[config.mk]
export PLATFORM = sky130hd
export DESIGN_NAME = fan_regs
export DESIGN_NICKNAME = d
export VERILOG_FILES = /design/src/rtl/fan_pkg.sv /design/src/rtl/fan_regs.sv /design/src/rtl/fan_adv_field.sv
export VERILOG_INCLUDE_DIRS = /design/src /design/src/rtl
export SDC_FILE = /design/constraint.sdc
export NUM_CORES = 1
export LEC_CHECK = 0
export BUFFER_PORTS_ARGS = -buffer_cell sky130_fd_sc_hd__buf_2
export CORE_ASPECT_RATIO = 1.25
export CORE_UTILIZATION = 46
export CTS_BUF_LIST = sky130_fd_sc_hd__clkbuf_8
export DETAILED_ROUTE_END_ITERATION = 8
export PLACE_DENSITY = 0.75
export SLEW_MARGIN = 30
export SYNTH_ARGS = -nofsm -noshare
export SYNTH_HDL_FRONTEND = slang
export SYNTH_SLANG_ARGS = --single-unit
[constraint.sdc]
create_clock -name core_clk -period 1.6 [get_ports core_clk]
set_input_delay 0.24 -clock core_clk [delete_from_list [all_inputs] [get_ports core_clk]]
set_output_delay 0.24 -clock core_clk [all_outputs]
set_load 0.01 [all_outputs]
[src/rtl/fan_defines.svh]
`ifndef FAN_DEFINES_SVH
`define FAN_DEFINES_SVH

// Register offsets on the management port.
`define FAN_OFF_CTRL 5'h00
`define FAN_OFF_ID 5'h03
`define FAN_OFF_ADV 5'h04
`define FAN_OFF_MODE 5'h10

// Control register fields.
`define FAN_CTRL_SWRST 15
`define FAN_CTRL_PDOWN 11
`define FAN_CTRL_RESTART 9

// Identification register fields.
`define FAN_ID_OUI_HI 15
`define FAN_ID_OUI_LO 10
`define FAN_ID_MODEL_HI 9
`define FAN_ID_MODEL_LO 4
`define FAN_ID_REV_HI 3
`define FAN_ID_REV_LO 0

// Advertisement register fields.
`define FAN_ADV_NP 15
`define FAN_ADV_RF_HI 13
`define FAN_ADV_RF_LO 12
`define FAN_ADV_PAUSE_HI 8
`define FAN_ADV_PAUSE_LO 7
`define FAN_ADV_HD 6
`define FAN_ADV_FD 5
`define FAN_ADV_RSV_HI 4
`define FAN_ADV_RSV_LO 0

// Reset values.
`define FAN_RST_NP 1'h0
`define FAN_RST_RF 2'h0
`define FAN_RST_FD 1'h1
`define FAN_RST_RSV 5'h00
`define FAN_RST_MODE 2'h1
`define FAN_RST_PDOWN 1'h0

`endif

[src/rtl/fan_pkg.sv]
package fan_pkg;

    typedef enum logic [1:0] {
        FAN_MODE_COPPER = 2'b00,
        FAN_MODE_1000BX = 2'b01,
        FAN_MODE_SGMII_SYS = 2'b10,
        FAN_MODE_SGMII_MED = 2'b11
    } fan_media_t;

    typedef struct packed {
        logic [15:0] rd_data;
        logic pdown;
        fan_media_t mode;
        logic link_q;
        logic swrst_pulse;
        logic restart_pulse;
        logic apply_pulse;
    } fan_state_t;

endpackage

[src/rtl/fan_regs.sv]
// The address-and-strobe port was decided locally.
`timescale 1ns/1ps
`include "fan_defines.svh"

// Operation
// - Identification register returns constant read-only fields
// - Advertisement layout applies in 1000BASE-X mode
// - Written fields stay pending until apply event
// - Next page bit, hardware reset 0, retained
// - Remote fault code written by software, reset 00
// - Pause bits encode pause advertisement
// - Pause bits load strap on hardware reset
// - Half duplex bit loads autoneg strap bit
// - Full duplex bit resets to one, retained
module fan_regs
    import fan_pkg::*;
#(
    parameter logic [5:0] OUI_LSB = 6'h2a,
    parameter logic [5:0] MODEL_NUM = 6'h15,
    parameter logic [3:0] REV_NUM = 4'h5
) (
    // Clock and reset
    input wire logic core_clk,
    input wire logic srst,
    // Register port
    input wire logic [4:0] reg_addr,
    input wire logic [15:0] reg_wdata,
    input wire logic reg_wr,
    input wire logic reg_rd,
    output logic [15:0] reg_rdata,
    // Configuration straps
    input wire logic pause_strap_default,
    input wire logic autoneg_config_strap_bit0,
    // Link state
    input wire logic link_up,
    // Advertisement and control toward the negotiation logic
    output logic [15:0] adv_effective,
    output logic [1:0] media_mode,
    output logic power_down,
    output logic sw_reset_pulse,
    output logic an_restart_pulse,
    output logic adv_apply_pulse
);

    ////////////////////////////////////////////////////////////////////////////

    function automatic logic fan_hit(input logic [4:0] addr, input logic [4:0] off);
        fan_hit = (addr == off);
    endfunction

    // Places the stored advertisement fields at their register bit positions.
    // The reserved bits 14 and 11:9 have no storage and stay zero.
    function automatic logic [15:0] fan_pack_adv(
        input logic np,
        input logic [1:0] rf,
        input logic [1:0] pause,
        input logic hd,
        input logic fd,
        input logic [4:0] rsv
    );
        fan_pack_adv = 16'h0000;
        fan_pack_adv[`FAN_ADV_NP] = np;
        fan_pack_adv[`FAN_ADV_RF_HI:`FAN_ADV_RF_LO] = rf;
        fan_pack_adv[`FAN_ADV_PAUSE_HI:`FAN_ADV_PAUSE_LO] = pause;
        fan_pack_adv[`FAN_ADV_HD] = hd;
        fan_pack_adv[`FAN_ADV_FD] = fd;
        fan_pack_adv[`FAN_ADV_RSV_HI:`FAN_ADV_RSV_LO] = rsv;
    endfunction

    ////////////////////////////////////////////////////////////////////////////

    // Control, mode, read data and event pulses; the advertisement fields have their own flops.
    fan_state_t st_r;
    fan_state_t st_nxt;

    // Decoded writes and the apply events that they raise.
    logic wr_ctrl;
    logic wr_adv;
    logic wr_mode;
    logic swrst_now;
    logic restart_now;
    logic pd_exit_now;
    logic link_down_now;
    logic apply_now;
    logic mode_bx;

    // Pending copy for software and effective copy for negotiation, per field.
    logic np_pend;
    logic np_eff;
    logic [1:0] rf_pend;
    logic [1:0] rf_eff;
    logic [1:0] pause_pend;
    logic [1:0] pause_eff;
    logic hd_pend;
    logic hd_eff;
    logic fd_pend;
    logic fd_eff;
    logic [4:0] rsv_pend;
    logic [4:0] rsv_eff;

    // Words assembled for the read mux and for the negotiation logic.
    logic [15:0] id_word;
    logic [15:0] adv_word;
    logic [15:0] ctrl_word;
    logic [15:0] mode_word;
    logic [15:0] eff_word;

    ////////////////////////////////////////////////////////////////////////////

    // Write decode.
    assign wr_ctrl = reg_wr && fan_hit(reg_addr, `FAN_OFF_CTRL);
    assign wr_mode = reg_wr && fan_hit(reg_addr, `FAN_OFF_MODE);
    assign mode_bx = (st_r.mode == FAN_MODE_1000BX);
    // Other media modes give this offset another layout, so writes are dropped there.
    assign wr_adv = reg_wr && fan_hit(reg_addr, `FAN_OFF_ADV) && mode_bx;

    // Events that move the pending advertisement into effect.
    assign swrst_now = wr_ctrl && reg_wdata[`FAN_CTRL_SWRST];
    assign restart_now = wr_ctrl && reg_wdata[`FAN_CTRL_RESTART];
    // Leaving power-down counts only when the bit was set before this write.
    assign pd_exit_now = wr_ctrl && st_r.pdown && !reg_wdata[`FAN_CTRL_PDOWN];
    // The link sampler resets low, so a link that is down when reset ends
    // is not taken as a drop.
    assign link_down_now = st_r.link_q && !link_up;
    assign apply_now = swrst_now || restart_now || pd_exit_now || link_down_now;

    ////////////////////////////////////////////////////////////////////////////

    // Writable advertisement fields.
    fan_adv_field #(
        .W(1),
        .SW_CLR(1'b0),
        .SW_VAL(1'b0)
    ) u_np (
        .core_clk(core_clk),
        .srst(srst),
        .hw_val(`FAN_RST_NP),
        .sw_reset(swrst_now),
        .apply(apply_now),
        .wr_en(wr_adv),
        .wr_val(reg_wdata[`FAN_ADV_NP]),
        .pending(np_pend),
        .effective(np_eff)
    );

    fan_adv_field #(
        .W(2),
        .SW_CLR(1'b0),
        .SW_VAL(2'h0)
    ) u_rf (
        .core_clk(core_clk),
        .srst(srst),
        .hw_val(`FAN_RST_RF),
        .sw_reset(swrst_now),
        .apply(apply_now),
        .wr_en(wr_adv),
        .wr_val(reg_wdata[`FAN_ADV_RF_HI:`FAN_ADV_RF_LO]),
        .pending(rf_pend),
        .effective(rf_eff)
    );

    fan_adv_field #(
        .W(2),
        .SW_CLR(1'b0),
        .SW_VAL(2'h0)
    ) u_pause (
        .core_clk(core_clk),
        .srst(srst),
        // Both pause bits take the one pause strap on hardware reset.
        .hw_val({pause_strap_default, pause_strap_default}),
        .sw_reset(swrst_now),
        .apply(apply_now),
        .wr_en(wr_adv),
        .wr_val(reg_wdata[`FAN_ADV_PAUSE_HI:`FAN_ADV_PAUSE_LO]),
        .pending(pause_pend),
        .effective(pause_eff)
    );

    fan_adv_field #(
        .W(1),
        .SW_CLR(1'b0),
        .SW_VAL(1'b0)
    ) u_hd (
        .core_clk(core_clk),
        .srst(srst),
        // Half duplex follows bit 0 of the autoneg strap on hardware reset.
        .hw_val(autoneg_config_strap_bit0),
        .sw_reset(swrst_now),
        .apply(apply_now),
        .wr_en(wr_adv),
        .wr_val(reg_wdata[`FAN_ADV_HD]),
        .pending(hd_pend),
        .effective(hd_eff)
    );

    fan_adv_field #(
        .W(1),
        .SW_CLR(1'b0),
        .SW_VAL(1'b0)
    ) u_fd (
        .core_clk(core_clk),
        .srst(srst),
        .hw_val(`FAN_RST_FD),
        .sw_reset(swrst_now),
        .apply(apply_now),
        .wr_en(wr_adv),
        .wr_val(reg_wdata[`FAN_ADV_FD]),
        .pending(fd_pend),
        .effective(fd_eff)
    );

    // The low reserved bits hold what is written but clear on either reset.
    fan_adv_field #(
        .W(5),
        .SW_CLR(1'b1),
        .SW_VAL(`FAN_RST_RSV)
    ) u_rsv (
        .core_clk(core_clk),
        .srst(srst),
        .hw_val(`FAN_RST_RSV),
        .sw_reset(swrst_now),
        .apply(apply_now),
        .wr_en(wr_adv),
        .wr_val(reg_wdata[`FAN_ADV_RSV_HI:`FAN_ADV_RSV_LO]),
        .pending(rsv_pend),
        .effective(rsv_eff)
    );

    ////////////////////////////////////////////////////////////////////////////

    // Read words.
    always_comb
    begin
        id_word = 16'h0000;
        id_word[`FAN_ID_OUI_HI:`FAN_ID_OUI_LO] = OUI_LSB;
        id_word[`FAN_ID_MODEL_HI:`FAN_ID_MODEL_LO] = MODEL_NUM;
        id_word[`FAN_ID_REV_HI:`FAN_ID_REV_LO] = REV_NUM;
    end

    // Software reads back the pending copy.
    always_comb
    begin
        adv_word = fan_pack_adv(np_pend, rf_pend, pause_pend, hd_pend, fd_pend, rsv_pend);
    end

    // The negotiation logic only ever sees the applied copy.
    always_comb
    begin
        eff_word = fan_pack_adv(np_eff, rf_eff, pause_eff, hd_eff, fd_eff, rsv_eff);
    end

    // Reset and restart are self-clearing and read as zero.
    always_comb
    begin
        ctrl_word = 16'h0000;
        ctrl_word[`FAN_CTRL_PDOWN] = st_r.pdown;
        mode_word = {14'h0000, st_r.mode};
    end

    ////////////////////////////////////////////////////////////////////////////

    always_comb
    begin
        st_nxt = st_r;
        st_nxt.link_q = link_up;
        st_nxt.swrst_pulse = swrst_now;
        st_nxt.restart_pulse = restart_now;
        st_nxt.apply_pulse = apply_now;
        if (wr_ctrl)
        begin
            st_nxt.pdown = reg_wdata[`FAN_CTRL_PDOWN];
        end
        // A software reset always leaves power-down, whatever bit 11 holds.
        if (swrst_now)
        begin
            st_nxt.pdown = `FAN_RST_PDOWN;
        end
        // The mode takes effect at once; only the advertisement waits for an apply.
        if (wr_mode)
        begin
            st_nxt.mode = fan_media_t'(reg_wdata[1:0]);
        end
        // Read data stand only in the cycle after the strobe.
        st_nxt.rd_data = 16'h0000;
        if (reg_rd)
        begin
            case (reg_addr)
                `FAN_OFF_CTRL:
                begin
                    st_nxt.rd_data = ctrl_word;
                end
                `FAN_OFF_ID:
                begin
                    st_nxt.rd_data = id_word;
                end
                `FAN_OFF_ADV:
                begin
                    // Other modes read zero rather than a layout this block does not hold.
                    if (mode_bx)
                    begin
                        st_nxt.rd_data = adv_word;
                    end
                end
                `FAN_OFF_MODE:
                begin
                    st_nxt.rd_data = mode_word;
                end
                default:
                begin
                    st_nxt.rd_data = 16'h0000;
                end
            endcase
        end
    end

    // The advertisement fields reset inside their own flops.
    always_ff @(posedge core_clk)
    begin
        if (srst)
        begin
            st_r.rd_data <= 16'h0000;
            st_r.pdown <= `FAN_RST_PDOWN;
            st_r.mode <= fan_media_t'(`FAN_RST_MODE);
            st_r.link_q <= 1'b0;
            st_r.swrst_pulse <= 1'b0;
            st_r.restart_pulse <= 1'b0;
            st_r.apply_pulse <= 1'b0;
        end
        else
        begin
            st_r <= st_nxt;
        end
    end

    ////////////////////////////////////////////////////////////////////////////

    // Every output is a flop or a fixed packing of flops.
    assign reg_rdata = st_r.rd_data;
    assign adv_effective = eff_word;
    assign media_mode = st_r.mode;
    assign power_down = st_r.pdown;
    assign sw_reset_pulse = st_r.swrst_pulse;
    assign an_restart_pulse = st_r.restart_pulse;
    assign adv_apply_pulse = st_r.apply_pulse;

endmodule

[src/rtl/fan_adv_field.sv]
`timescale 1ns/1ps

// One writable advertisement field: a pending copy that software sees and
// an effective copy that only follows the pending one on an apply event.
module fan_adv_field #(
    parameter int W = 1,
    parameter bit SW_CLR = 1'b0,
    parameter logic [W-1:0] SW_VAL = '0
) (
    // Clock and reset
    input wire logic core_clk,
    input wire logic srst,
    // Defaults and events
    input wire logic [W-1:0] hw_val,
    input wire logic sw_reset,
    input wire logic apply,
    // Software write
    input wire logic wr_en,
    input wire logic [W-1:0] wr_val,
    // Field values
    output logic [W-1:0] pending,
    output logic [W-1:0] effective
);

    typedef struct packed {
        logic [W-1:0] pend;
        logic [W-1:0] eff;
    } fan_fld_t;

    fan_fld_t st_r;
    fan_fld_t st_nxt;

    always_comb
    begin
        st_nxt = st_r;
        if (wr_en)
        begin
            st_nxt.pend = wr_val;
        end
        if (apply)
        begin
            st_nxt.eff = st_r.pend;
        end
        if (sw_reset && SW_CLR)
        begin
            st_nxt.pend = SW_VAL;
            st_nxt.eff = SW_VAL;
        end
    end

    always_ff @(posedge core_clk)
    begin
        if (srst)
        begin
            st_r.pend <= hw_val;
            st_r.eff <= hw_val;
        end
        else
        begin
            st_r <= st_nxt;
        end
    end

    assign pending = st_r.pend;
    assign effective = st_r.eff;

endmodule

==> impl_metrics.yaml <==
status:
  status: "completed"
synthesis:
  netlist_instances: 208
  ys_seq_elements: 44
  avgSynthCellArea_um2: 9.03
  netlist_area_um2: 1880
  synth-seq-area-share_pct: 50.1
  synthDistinctLibCells: 32
  yosysWarnings: 0
sta:
  finalSetupViolCount: 0
  skew_ns: 0.00573
  hold_slack_ns: 0.183
  clock.fmax_ghz: 0.698
  post-route-min-period_ns: 1.43
  rsz0062_at_grt: "no"
  hold_viol: 0
  min_period_over_period_pct: 89.5
  setup_tns_ns: 0
  slew_violations: 0
  relSlewSlack_pct: 54.9
  worst_slew_pin_slew_ns: 0.676
setup_path:
  reg2reg_slack_ns: 0.17
  r2r_cells: 3
  worst-endpoint-arrival_ns: 1.46
  crit-reg2reg-launch: "power_down$_SDFFE_PP0N_"
  timing.rr.end: "u_hd.effective$_DFFE_PP_"
  endpoint_kind: "flop"
  path_class: "reg2reg"
  cp-start-kind: "flop"
  path_max_fanout: 4
  crit_required_ns: 1.63
route:
  firstDrtPassIters: 5
  drt_iter0_markers: 47
  ant_nets: 0
  wl_per_cell_um: 12.6
  route.detailed.drc: 0
  vias: 1549
  vias_per_cell: 5.00
  wirelength_um: 3900
final_layout:
  area_delta_synth_final_pct: 18.1
  drive_gt1_share_pct: 31.6
  final_cell_mix: "buf_2, dfxtp_1, a21oi_1, nand3_1, nand2_1"
  mostFrequentLayoutCell: "buf_2"
  fin_nets: 283
  antennaDiodeCount: 0
pwr:
  leakage_nw: 1.00
  peakVddDrop_mv: 0.529
  power_density_nw_per_um2: 897
  p_total_mw: 1.99
hold_path:
  hold_path_end: "u_rsv.pending[4]$_SDFFE_PP0P_"
  min_from: "reg_wdata[4]"
  min_path_type: "in2reg"
  holdPathStages: 3
floorplan:
  core_area_um2: 3850
  floorplan.rows: 25
  io_pins: 66
  initial_core_util_pct: 48.8
  fp.dieH_um: 73.4
  dieArea_um2: 4340
  die_w_um: 59.2
place:
  port_buffers: 56
  gp_congestion: 0.786
  hpwl_um: 2890
cts:
  clockRootBuffer: "clkbuf_8"
  clockBufferDepth: 2
  cts.sinks: 44
  htree_levels: 2
  path_clk_slew_ns: 0.08
  cts_buffers: 5
  cts_tree: "done"
  cts_setup_buffers: 0
  clk_latency_ns: 0.30
global_route:
  grt_pass1_wl_um: 6360
  antenna_found_initial: 0
  overflow: 0
  grt_usage_pct: 19.7
  grt_pass1_vias: 1399
  grt_max_degree: 21
flow_run:
  maxCapViolCount: 0
==> flip-flops by register name, indices dropped and copies added, names as in the netlist, 2 cells and up <==
| signal | count |
|---|---|
| media_mode | 2 |
| reg_rdata | 13 |
| u_pause.effective | 2 |
| u_pause.pending | 2 |
| u_rf.effective | 2 |
| u_rf.pending | 2 |
| u_rsv.effective | 5 |
| u_rsv.pending | 5 |
==> power by group <==
part / leakage (nW) / internal [mW] / switching, mW
Clock: 0.0496 / 0.300 / 0.378
Sequential: 0.367 / 1.14 / 0.00750
Combinational: 0.588 / 0.0653 / 0.0998
==> critical path: stages (launching register included) <==
cell	delay (ns)
dfxtp_1	0.33
nor4bb_2	0.18
a22o_2	0.24
or3_1	0.41
==> layer usage <==
metal  vias to the layer above  share of wire [%]  global-route usage, %
met2                        60                 49                   30.8
met1                       701                 44                   25.3
met4                         0                1.3                   10.1
met3                         5                5.3                   4.75
met5                         -                  0                      0
li1                        783                  -                      -
==> Yosys cell counts <==
library cell  instances  share of area (%)
clkbuf_1              4               0.80
nor2b_1               2               0.67
buf_4                25                 10
o2111ai_1             1               0.47
buf_1                 1               0.20
buf_2                 3               0.80
dfxtp_1              38                 41
o21ai_0               6                1.6
nor2_1               12                2.4
nor4_4                1                1.1
a22o_2                1               0.53
nor3b_1               2               0.80
nor4bb_1              1               0.53
nand4_2               1               0.67
a22oi_1               3                1.2
o2111a_1              1               0.60
inv_1                 7                1.4
o21ai_1               9                2.4
or2_2                 1               0.33
nand4_1               1               0.33
mux2i_1               3                1.6
nand2b_1              2               0.67
and3_1                6                2.0
nor3_2                1               0.53
or3_1                 1               0.33
nand3b_1              4                1.6
a21oi_1              25                6.7
a41o_1                1               0.53
conb_1                1               0.20
nand2_1              18                3.6
edfxtp_1              6                9.6
nand3_1              20                5.3
==> worst max-delay path by stage <==
stage / start / end / slack [ns] / cells past startpoint
floorplan: reg_wr / u_hd.effective$_DFFE_PP_ / 0.15 / 4
global placement: reg_addr[3] / reg_rdata[2]$_SDFF_PP0_ / 0.09 / 6
detailed placement: reg_addr[3] / u_hd.effective$_DFFE_PP_ / 0.04 / 4
CTS: power_down$_SDFFE_PP0N_ / u_hd.effective$_DFFE_PP_ / 0.15 / 3
global route: power_down$_SDFFE_PP0N_ / u_rsv.effective[1]$_SDFFE_PP0P_ / 0.08 / 5
finish: power_down$_SDFFE_PP0N_ / u_hd.effective$_DFFE_PP_ / 0.17 / 3
==> area by class of cell <==
| class | count | area, um^2 |
|---|---|---|
| multi-input combinational | 130 | 723 |
| clock inverter | 3 | 15.0 |
| timing repair buffer | 67 | 375 |
| clock buffer | 5 | 68.8 |
| sequential | 44 | 941 |
| fill | 384 | 1630 |
| tap | 54 | 67.6 |
| inverter | 7 | 26.3 |
==> what timing repair did <==
item	4_1_cts	5_1_grt
gates resized for setup	0	2
endpoints found under the setup margin	0	1
hold buffers	0	0
==> stage by stage <==
step | cells | util [%] | worst slack [ns] | area (um^2)
CTS | 310 | 57.3 | 0.151 | 2210
floorplan | 214 | - | 0.149 | 1900
global placement | 302 | 55.2 | 0.0870 | 2120
global route | 310 | 57.6 | 0.0815 | 2220
finish | 310 | 57.6 | 0.167 | 2220
detailed placement | 302 | 55.2 | 0.0385 | 2120
==> cells by family after synthesis <==
kind of cell    after synthesis  synth area share (%)
simple gates                 73                  20.9
compound gates               47                  14.0
flops                        44                  50.1
buf+inv                      40                  13.2
mux                           3                  1.60
other cells                   1                 0.200
Power figures use the tool's default switching activity.
